==> config.mk <==
export PLATFORM = sky130hd
export DESIGN_NAME = alsw_settings
export DESIGN_NICKNAME = d
export VERILOG_FILES = /design/src/design/alsw_pulse_timer.v /design/src/design/alsw_settings.v
export VERILOG_INCLUDE_DIRS = /design/src /design/src/inc
export SDC_FILE = /design/constraint.sdc
export NUM_CORES = 1
export LEC_CHECK = 0
export BUFFER_PORTS_ARGS = -buffer_cell sky130_fd_sc_hd__buf_4
export CAP_MARGIN = 20
export CELL_PAD_IN_SITES_DETAIL_PLACEMENT = 1
export CELL_PAD_IN_SITES_GLOBAL_PLACEMENT = 1
export CORE_ASPECT_RATIO = 0.5
export CORE_MARGIN = 5
export CORE_UTILIZATION = 40
export DETAILED_ROUTE_END_ITERATION = 16
export PLACE_DENSITY = 0.73
export SKIP_LAST_GASP = 1
export SYNTH_ARGS = -nofsm -noshare
export SYNTH_HDL_FRONTEND = slang
export SYNTH_SLANG_ARGS = --single-unit
==> constraint.sdc <==
create_clock -name mclk -period 1.7 [get_ports mclk]
set_input_delay 0.17 -clock mclk [delete_from_list [all_inputs] [get_ports mclk]]
set_output_delay 0.17 -clock mclk [all_outputs]
set_load 0.02 [all_outputs]
==> src/inc/alsw_defs.vh <==
/*
 * constants for the auxiliary switch and link settings register bank:
 * register indexes, field positions, reset values and the termination
 * pulse timing. assumes a 250 MHz mclk and a byte-wide register port
 * fed by the serial or parallel control front end.
 */
`ifndef ALSW_DEFS_VH
`define ALSW_DEFS_VH

// register indexes on the byte port
`define ALSW_IDX_AUX_MODES    3'h0
`define ALSW_IDX_RX_SETTINGS  3'h1
`define ALSW_IDX_PULSE_AB     3'h2
`define ALSW_IDX_PULSE_CD     3'h3
`define ALSW_IDX_EQ_AB        3'h4
`define ALSW_IDX_EQ_CD        3'h5
`define ALSW_IDX_TX_SETTINGS  3'h6

// aux device modes fields
`define ALSW_AUX_EN_BIT       6
`define ALSW_AUX_MODE_HI      5
`define ALSW_AUX_MODE_LO      4
`define ALSW_AUX_SEL_HI       3
`define ALSW_AUX_SEL_LO       0

// aux mode encodings
`define ALSW_MODE_QUAD        2'h0
`define ALSW_MODE_DUAL        2'h1
`define ALSW_MODE_SINGLE      2'h2
`define ALSW_MODE_ILLEGAL     2'h3

// receiver and transmitter fields
`define ALSW_TERM_EN_BIT      0
`define ALSW_PREEMPH_HI       3
`define ALSW_PREEMPH_LO       2

// reset values
`define ALSW_RST_AUX_MODES    8'h00
`define ALSW_RST_RX_SETTINGS  8'h00
`define ALSW_RST_PULSE        8'h00
`define ALSW_RST_EQ           8'h00
`define ALSW_RST_TX_SETTINGS  8'h00

// timing
`define ALSW_MCLK_KHZ         250000
`define ALSW_TERM_PULSE_MS    100
`define ALSW_TERM_PULSE_CYC   (`ALSW_TERM_PULSE_MS * `ALSW_MCLK_KHZ)
`define ALSW_TIMER_W          25

`endif

==> src/design/alsw_pulse_timer.v <==
/*
 * one-shot interval timer for the termination disconnect pulse.
 * assumes start is a one-cycle pulse on mclk; a start while busy
 * restarts the full interval.
 */
`default_nettype none
`include "alsw_defs.vh"

module alsw_pulse_timer #(
   parameter [`ALSW_TIMER_W-1:0] CYCLES = `ALSW_TERM_PULSE_CYC
) (
   // clock and reset
   input  wire                      mclk,
   input  wire                      arst_n,
   // control
   input  wire                      start,
   output reg                       busy_q
);

   reg [`ALSW_TIMER_W-1:0] count_q;

   always @(posedge mclk or negedge arst_n) begin
      if (!arst_n) begin
         count_q <= {`ALSW_TIMER_W{1'b0}};
         busy_q  <= 1'b0;
      end else if (start) begin
         count_q <= CYCLES - 1'b1;
         busy_q  <= 1'b1;
      end else if (count_q != {`ALSW_TIMER_W{1'b0}}) begin
         count_q <= count_q - 1'b1;
      end else begin
         busy_q  <= 1'b0;
      end
   end

endmodule // alsw_pulse_timer
`default_nettype wire

==> src/design/alsw_settings.v <==
/*
 * auxiliary switch and link settings register bank. holds the aux
 * routing, input termination, equalization and pre-emphasis settings
 * and decodes them into per-line controls for the analog fabric.
 * assumes a byte-wide register port driven by the serial or parallel
 * control front end, all inputs synchronous to mclk.
 */
`default_nettype none
`include "alsw_defs.vh"

module alsw_settings #(
   parameter [`ALSW_TIMER_W-1:0] TERM_PULSE_CYCLES = `ALSW_TERM_PULSE_CYC
) (
   // clock and reset
   input  wire        mclk,
   input  wire        arst_n,
   // register port
   input  wire [2:0]  reg_addr,
   input  wire        reg_wr,
   input  wire        reg_rd,
   input  wire [7:0]  reg_wdata,
   output reg  [7:0]  reg_rdata_q,
   // high speed source select from the main switch
   input  wire [3:0]  hs_source_select,
   // aux fabric controls: bit o*16+c joins input c to output line o
   output reg  [63:0] aux_conn_q,
   // input channel controls, channel order A0..A3 B0..B3 C0..C3 D0..D3
   output reg  [15:0] term_on_q,
   output reg  [15:0] eq_high_q,
   // output driver control
   output reg  [1:0]  preemph_q
);

   // register storage
   reg [7:0]  aux_modes_q;
   reg [7:0]  rx_settings_q;
   reg [15:0] pulse_sel_q;
   reg [15:0] eq_sel_q;
   reg [7:0]  tx_settings_q;
   reg [3:0]  hs_src_q;
   reg        src_seen_q;
   reg [15:0] pulse_mask_q;
   reg [63:0] aux_conn_d;

   wire       aux_enable_w;
   wire [1:0] aux_mode_w;
   wire [3:0] aux_sel_w;
   wire       term_enable_w;
   wire       src_change_w;
   wire       pulse_busy_w;
   wire [15:0] pulse_by_ch_w;
   wire [15:0] eq_by_ch_w;

   assign aux_enable_w  = aux_modes_q[`ALSW_AUX_EN_BIT];
   assign aux_mode_w    = aux_modes_q[`ALSW_AUX_MODE_HI:`ALSW_AUX_MODE_LO];
   assign aux_sel_w     = aux_modes_q[`ALSW_AUX_SEL_HI:`ALSW_AUX_SEL_LO];
   assign term_enable_w = rx_settings_q[`ALSW_TERM_EN_BIT];

   // register writes
   always @(posedge mclk or negedge arst_n) begin
      if (!arst_n) begin
         aux_modes_q   <= `ALSW_RST_AUX_MODES;
         rx_settings_q <= `ALSW_RST_RX_SETTINGS;
         pulse_sel_q   <= {`ALSW_RST_PULSE, `ALSW_RST_PULSE};
         eq_sel_q      <= {`ALSW_RST_EQ, `ALSW_RST_EQ};
         tx_settings_q <= `ALSW_RST_TX_SETTINGS;
      end else if (reg_wr) begin
         case (reg_addr)
            `ALSW_IDX_AUX_MODES: begin
               aux_modes_q[7:6] <= reg_wdata[7:6];
               aux_modes_q[3:0] <= reg_wdata[3:0];
               if (reg_wdata[`ALSW_AUX_MODE_HI:`ALSW_AUX_MODE_LO] != `ALSW_MODE_ILLEGAL) begin
                  aux_modes_q[5:4] <= reg_wdata[5:4];
               end
            end
            `ALSW_IDX_RX_SETTINGS: rx_settings_q <= reg_wdata;
            `ALSW_IDX_PULSE_AB:    pulse_sel_q[7:0] <= reg_wdata;
            `ALSW_IDX_PULSE_CD:    pulse_sel_q[15:8] <= reg_wdata;
            `ALSW_IDX_EQ_AB:       eq_sel_q[7:0] <= reg_wdata;
            `ALSW_IDX_EQ_CD:       eq_sel_q[15:8] <= reg_wdata;
            `ALSW_IDX_TX_SETTINGS: tx_settings_q <= reg_wdata;
            default: ;
         endcase
      end
   end

   // registered read, unmapped index reads zero
   always @(posedge mclk or negedge arst_n) begin
      if (!arst_n) begin
         reg_rdata_q <= 8'h00;
      end else if (reg_rd) begin
         case (reg_addr)
            `ALSW_IDX_AUX_MODES:   reg_rdata_q <= aux_modes_q;
            `ALSW_IDX_RX_SETTINGS: reg_rdata_q <= rx_settings_q;
            `ALSW_IDX_PULSE_AB:    reg_rdata_q <= pulse_sel_q[7:0];
            `ALSW_IDX_PULSE_CD:    reg_rdata_q <= pulse_sel_q[15:8];
            `ALSW_IDX_EQ_AB:       reg_rdata_q <= eq_sel_q[7:0];
            `ALSW_IDX_EQ_CD:       reg_rdata_q <= eq_sel_q[15:8];
            `ALSW_IDX_TX_SETTINGS: reg_rdata_q <= tx_settings_q;
            default:               reg_rdata_q <= 8'h00;
         endcase
      end
   end

   // aux routing decode, one output line and input channel per entry
   always @* begin
      aux_conn_d = 64'h0;
      if (aux_enable_w) begin
         case (aux_mode_w)
            `ALSW_MODE_QUAD: begin
               aux_conn_d[0*16 + {aux_sel_w[1:0], 2'h0}] = 1'b1;
               aux_conn_d[1*16 + {aux_sel_w[1:0], 2'h1}] = 1'b1;
               aux_conn_d[2*16 + {aux_sel_w[1:0], 2'h2}] = 1'b1;
               aux_conn_d[3*16 + {aux_sel_w[1:0], 2'h3}] = 1'b1;
            end
            `ALSW_MODE_DUAL: begin
               aux_conn_d[0*16 + {1'b0, aux_sel_w[2], aux_sel_w[1:0]}] = 1'b1;
               aux_conn_d[2*16 + {1'b1, aux_sel_w[2], aux_sel_w[1:0]}] = 1'b1;
            end
            `ALSW_MODE_SINGLE: begin
               aux_conn_d[0*16 + aux_sel_w] = 1'b1;
            end
            default: aux_conn_d = 64'h0;
         endcase
      end
   end

   // source change detect, first value after reset is not a change
   assign src_change_w = src_seen_q && (hs_source_select != hs_src_q);

   always @(posedge mclk or negedge arst_n) begin
      if (!arst_n) begin
         hs_src_q   <= 4'h0;
         src_seen_q <= 1'b0;
      end else begin
         hs_src_q   <= hs_source_select;
         src_seen_q <= 1'b1;
      end
   end

   // one shared interval for all pulsed channels
   alsw_pulse_timer #(
      .CYCLES (TERM_PULSE_CYCLES)
   ) u_timer (
      .mclk   (mclk),
      .arst_n (arst_n),
      .start  (src_change_w && term_enable_w),
      .busy_q (pulse_busy_w)
   );

   // channel bit ordering, register bit to channel
   genvar g;
   generate
      for (g = 0; g < 16; g = g + 1) begin : g_chan
         localparam integer BP = (g < 4) ? g + 4 : (g < 8) ? g - 4 : (g < 12) ? 19 - g : 27 - g;
         assign pulse_by_ch_w[g] = pulse_sel_q[BP];
         assign eq_by_ch_w[g]    = eq_sel_q[BP];
      end
   endgenerate

   // pulsed channel mask, captured on the change; a later change adds channels
   always @(posedge mclk or negedge arst_n) begin
      if (!arst_n) begin
         pulse_mask_q <= 16'h0000;
      end else if (src_change_w && term_enable_w) begin
         pulse_mask_q <= (pulse_busy_w ? pulse_mask_q : 16'h0000) | pulse_by_ch_w;
      end else if (!pulse_busy_w) begin
         pulse_mask_q <= 16'h0000;
      end
   end

   // output controls, all registered for glitch-free analog switching
   always @(posedge mclk or negedge arst_n) begin
      if (!arst_n) begin
         aux_conn_q <= 64'h0;
         term_on_q  <= 16'h0000;
         eq_high_q  <= 16'h0000;
         preemph_q  <= 2'h0;
      end else begin
         aux_conn_q <= aux_conn_d;
         if (!term_enable_w) begin
            term_on_q <= 16'h0000;
         end else if (src_change_w) begin
            // open on the change cycle itself so the gap is the full interval
            term_on_q <= ~(pulse_by_ch_w | (pulse_busy_w ? pulse_mask_q : 16'h0000));
         end else begin
            term_on_q <= ~(pulse_busy_w ? pulse_mask_q : 16'h0000);
         end
         eq_high_q <= eq_by_ch_w;
         preemph_q <= tx_settings_q[`ALSW_PREEMPH_HI:`ALSW_PREEMPH_LO];
      end
   end

endmodule // alsw_settings
`default_nettype wire

# Yosys cells after proc, flatten, opt, wreduce, memory -nomap -nowiden
# Cells that the tools add are included.
classes:
  n_addsub: 5
  order_cmp: 14
  eq_ne: 11
  mux: 25
  bitwise_logic: 7
  reduce_logical: 21
ops:
  columns: ["cell", "n"]
  rows:
  - ["64-bit one-hot mux with 3 select lines", 1]
  - ["64-bit OR", 2]
  - ["16-bit two-way mux", 4]
  - ["64-bit two-way mux", 1]
  - ["13-bit by 64-bit OR with 64-bit output", 1]
  - ["8-bit by 64-bit OR with 64-bit output", 1]
  - ["8-bit one-hot mux with 7 select lines", 1]
  - ["25-bit two-way mux", 2]
  - ["16-bit NOT", 2]
  - ["25-bit nonzero test", 1]
  - ["25-bit by 1-bit subtractor with 25-bit output, second input constant", 1]
  - ["1-bit demux with 6-bit select", 4]
  - ["6-bit by 4-bit adder with 7-bit output, first input constant", 3]
  - ["7-bit by 1-bit >= comparator with 1-bit output, second input constant", 3]
  - ["7-bit < comparator, second input constant", 3]
  - ["16-bit OR", 1]
  - ["4-bit by 7-bit < comparator with 1-bit output, second input constant", 2]
  - ["2-bit AND reduction", 7]
  - ["3-bit == test, second input constant", 3]
  - ["1-bit logical AND", 9]
  - ["1-bit two-way mux", 9]
  - ["4-bit by 1-bit >= comparator with 1-bit output, second input constant", 2]
  - ["3-bit by 7-bit < comparator with 1-bit output, second input constant", 1]
  - ["6-bit by 7-bit < comparator with 1-bit output, second input constant", 1]
  - ["17 further kinds", 18]
totals:
  regBits: 209
  in_bits: 19
  out_inout_bits: 106

# Longest topological paths before layout
depth:
  ltp_word: 10
  ltp_mapped: 8
  depth_no_buf: 7

# Modules after synthesis
# Synthesis repeated with hierarchy kept, for this count alone.
unflattened:
  hier_cells: 632
  area_unflattened_um2: 7652.3
by_module_without_submodules:
  columns: ["mod", "n_inst", "cells_each", "area_each_um2", "seq_area_each_um2"]
  rows:
  - ["alsw_settings", 1, 481, 6147.1, 3678.5]
  - ["alsw_pulse_timer", 1, 151, 1505.2, 650.6]

# Least setup slack after synthesis
# OpenSTA, ideal clock, no wires.
synth_path:
  path_kind: "flip-flop to flip-flop"
  from: "reg u_timer.count_q[7]"
  to: "reg u_timer.count_q[21]"
  arrival_ps: 1680
  setup_slack_ps: -114
  stages_incl_launch_ff: 6
  path_cell_list: "dfrtp_1 or4_4 nor4_4 nand4_1 xor2_1 nand2_1"
synth_via:
  elab_chain_cells: 3
  word_cells_on_any_way: 5
synth_rtl:
  columns: ["element", "line", "source"]
  rows:
  - ["start, declared", "alsw_pulse_timer.v:20", "reg [`ALSW_TIMER_W-1:0] count_q;"]
  - ["start signal, assigned", "alsw_pulse_timer.v:24", "count_q <= {`ALSW_TIMER_W{1'b0}};"]
  - ["start signal, assigned", "alsw_pulse_timer.v:27", "count_q <= CYCLES - 1'b1;"]
  - ["start signal, assigned", "alsw_pulse_timer.v:30", "count_q <= count_q - 1'b1;"]
  - ["25-bit by 1-bit subtractor with 25-bit output", "alsw_pulse_timer.v:30", null]
  - ["25-bit two-way mux", "alsw_pulse_timer.v:29", "end else if (count_q != {`ALSW_TIMER_W{1'b0}}) begin"]
  - ["25-bit two-way mux", "alsw_pulse_timer.v:26", "end else if (start) begin"]
# Parallel ways exist; a longest one is shown, timed or not. The select of a mux whose other input is x is not followed.
# A chain may end at the register's enable or synchronous reset.

# Final worst setup path
layout_path:
  from: "reg u_timer.count_q[0]"
  to: "reg u_timer.count_q[21]"
# The elaborated chain is that of the path after synthesis.

==> metrics.txt <==
EDFF count, synth 0; vias in the first global route 6,029; crit start category register; largest net degree at the start of global routing 45; most frequent cell after synthesis dfrtp_1; clk buf depth 2; CTS sink cnt 173; drt wl/cell 19.59 µm; grt total ovfl 0; Post-synth top cells dfrtp_1, nand2_1, mux2_2; final hold vios 0; CP endpoint kind register; Nets approximately 840; CTS tree done; worst slew pin tran 0.5689 ns; Main synth FF type dfrtp_1; Die Y roughly 110 µm; chip width about 200 µm; total chip power 11.66 mW; layout cells sized above 1 39.47%; arrival time of the worst setup path 2.20 ns; Slew HR around three fifths; initial core utilization a little over 40%; CP required 2.02 ns; H-tree depth 4; hold slack about 0.028 ns; worst path cell trace or4_4, nor4_4, buf_6, nand4_1, xor2_1, nand2_1; Synth top area share 58.91%; DRC viols 0; Antenna Nets Post-Route 0; min-delay worst type in2reg; non-filler instance count after layout ~1,100; die area 21,350 µm²; DR vias/cell 5.145; ys async rst share 100.0%; dpl ws -0.1790 ns; GPL Wtd Cong 0.8277; initial antenna violation count 0; Core Util, Final 54.32%; status complete, but fails checks; syn avg cell area 11.39 µm²; Worst-Skew Late Latency 0.43 ns; total number of vias between 5,000 and 6,000; failing checks negative setup slack; DR pass1 iterations 4; Initial DRC Count 285; max-cap viol count 0; Finish-stage setup viols 23; CP peak stage delay 0.57 ns; Clk Tree Root Cell clkbuf_16; CP delay by family, top simple AND/OR/NAND/NOR gates; Buffers on Ports 94; Period minus WS final 1.883 ns; Final Cycle Share 110.7%; first-pass GRT wire length 33,290 µm; CTS clk-pin slew, worst paths roughly 0.070 ns; n_diodes 0; static leakage 4.495 nW; max-slew violation count 0; hpwl dp 13,430 µm; Worst Clk Skew 0.009903 ns; fmax 0.5312 GHz; Top Ports around 130; gr usage total around a fifth; worst path bufs/invs 1; Syn. warnings 0; largest cells by area after synthesis dfrtp_1, mux2_2, nand2_1, buf_4, nor2_1; mapped cell area 7348 µm²; CP max-delay cell or4_4; CP max FO 7; CP Class reg2reg; CTS Buf Count 17; core area about 18,000 µm²; Worst R2R Setup Slack -0.18 ns; unrepaired setup endpoints after global routing true; Area Growth Syn to Fin 34.67%; row count 35; Routed WL 21,080 µm; cell taking the most area after synthesis dfrtp_1; Synth Register Bits 173; sequential-to-total area share from yosys stat 58.91%; Mapped Cells 645; pwr dens about 1200 nW/µm²; synth unique cells 54; dpl cells just over 1,000; Final WS setup -0.1826 ns; peak supply drop 668.9 µV
## cell usage in the layout, fill, tap and decap left out, types with 4 or more instances in the layout
| master | instances |
|---|---|
| dfrtp_1 | 173 |
| nand4_1 | 4 |
| nand3_1 | 11 |
| nand2_1 | 100 |
| buf_4 | 169 |
| o22ai_1 | 9 |
| dlygate4sd3_1 | 8 |
| a211oi_2 | 5 |
| inv_1 | 14 |
| mux4_2 | 5 |
| clkinv_4 | 4 |
| mux2_2 | 50 |
| nor3_1 | 15 |
| xor2_1 | 15 |
| nand2b_1 | 4 |
| clkbuf_16 | 18 |
| o21ai_0 | 10 |
| a21oi_1 | 12 |
| nor2_1 | 34 |
| a21oi_2 | 9 |
| buf_6 | 7 |
| nand2_2 | 7 |
| mux2i_1 | 12 |
| buf_12 | 5 |
| nor2b_1 | 8 |
| and3_1 | 5 |
| a21oi_4 | 4 |
| conb_1 | 31 |
| o211ai_1 | 4 |
## per-layer routing
layer | GRT usage (%) | share of wire [%]
met5 | 0 | 0
met4 | 4.386 | 0.74
met3 | 4.119 | 3.5
met2 | 35.48 | 53
met1 | 24.32 | 42
## registers in the layout, summed over array words and instances, names as in the netlist, 2 cells and up
register,cells
aux_conn_q,28
aux_modes_q,8
eq_high_q,16
eq_sel_q,16
hs_src_q,4
preemph_q,2
pulse_mask_q,16
pulse_sel_q,16
reg_rdata_q,8
rx_settings_q,8
term_on_q,16
tx_settings_q,8
u_timer.count_q,25
## worst register-to-register path, delay by kind of cell, from the launching register on
kind / cells / cell delay [ns]
simple gates: 4 / 1.00
flops: 1 / 0.41
xor+xnor: 1 / 0.19
buf+inv: 1 / 0.16
## per-stage QoR
stage,instance area (µm²),TNS [ns]
floorplan,7515,-0.3810
CTS,9689,-1.765
finish,9896,-2.384
global placement,8727,-3.507
global route,9896,-4.398
detailed placement,8727,-5.175
## final cells by class
type,instances,area (µm²)
Clock inverter,12,173.9
Clock buffer,20,466.7
Tap cell,240,300.3
Fill cell,1911,8322
Multi-Input combinational cell,424,2998
Sequential cell,173,4329
Inverter,16,60.06
Timing Repair Buffer,191,1568
## timing repair
item                                    in CTS  in global routing
gates cloned                                 1                  1
gates resized for setup                     34                 38
hold endpoints to repair                    47                  0
pin swaps                                   12                 19
hold buffers                                 8                  0
endpoints found under the setup margin      44                 45
setup buffers                               11                  3
## report_power, final
| group | internal, mW | switching (mW) | total, mW |
|---|---|---|---|
| logic | 1.08 | 1.22 | 2.30 |
| clock network | 2.48 | 1.79 | 4.27 |
| registers | 4.61 | 0.477 | 5.09 |
## cell families (layout without fill, tap and decap cells)
logic type	after synthesis	after routing	synth area share [%]
AO/OA/AOI/OAI	74	74	6.249
AND/OR/NAND/NOR	230	230	15.27
adder cells (fa/ha/maj)	2	2	0.3405
flip-flops	173	173	58.91
multiplexers	68	68	10.98
buffers and inverters	77	239	5.874
other	2	31	0.1022
XOR/XNOR	19	19	2.265
## worst paths after layout
check / from / endpoint / cells after the start
worst min-delay path: reg_rd / reg_rdata_q[6] / 2
max in group asynchronous: arst_n / rx_settings_q[0] / 3
worst max register to register: u_timer.count_q[0] / u_timer.count_q[21] / 6
worst min register to register: eq_sel_q[6] / eq_high_q[2] / 0
min in group asynchronous: arst_n / term_on_q[0] / 2
worst max-delay path: u_timer.count_q[0] / u_timer.count_q[21] / 6
Note: power is estimated with default switching activity, not from simulation.
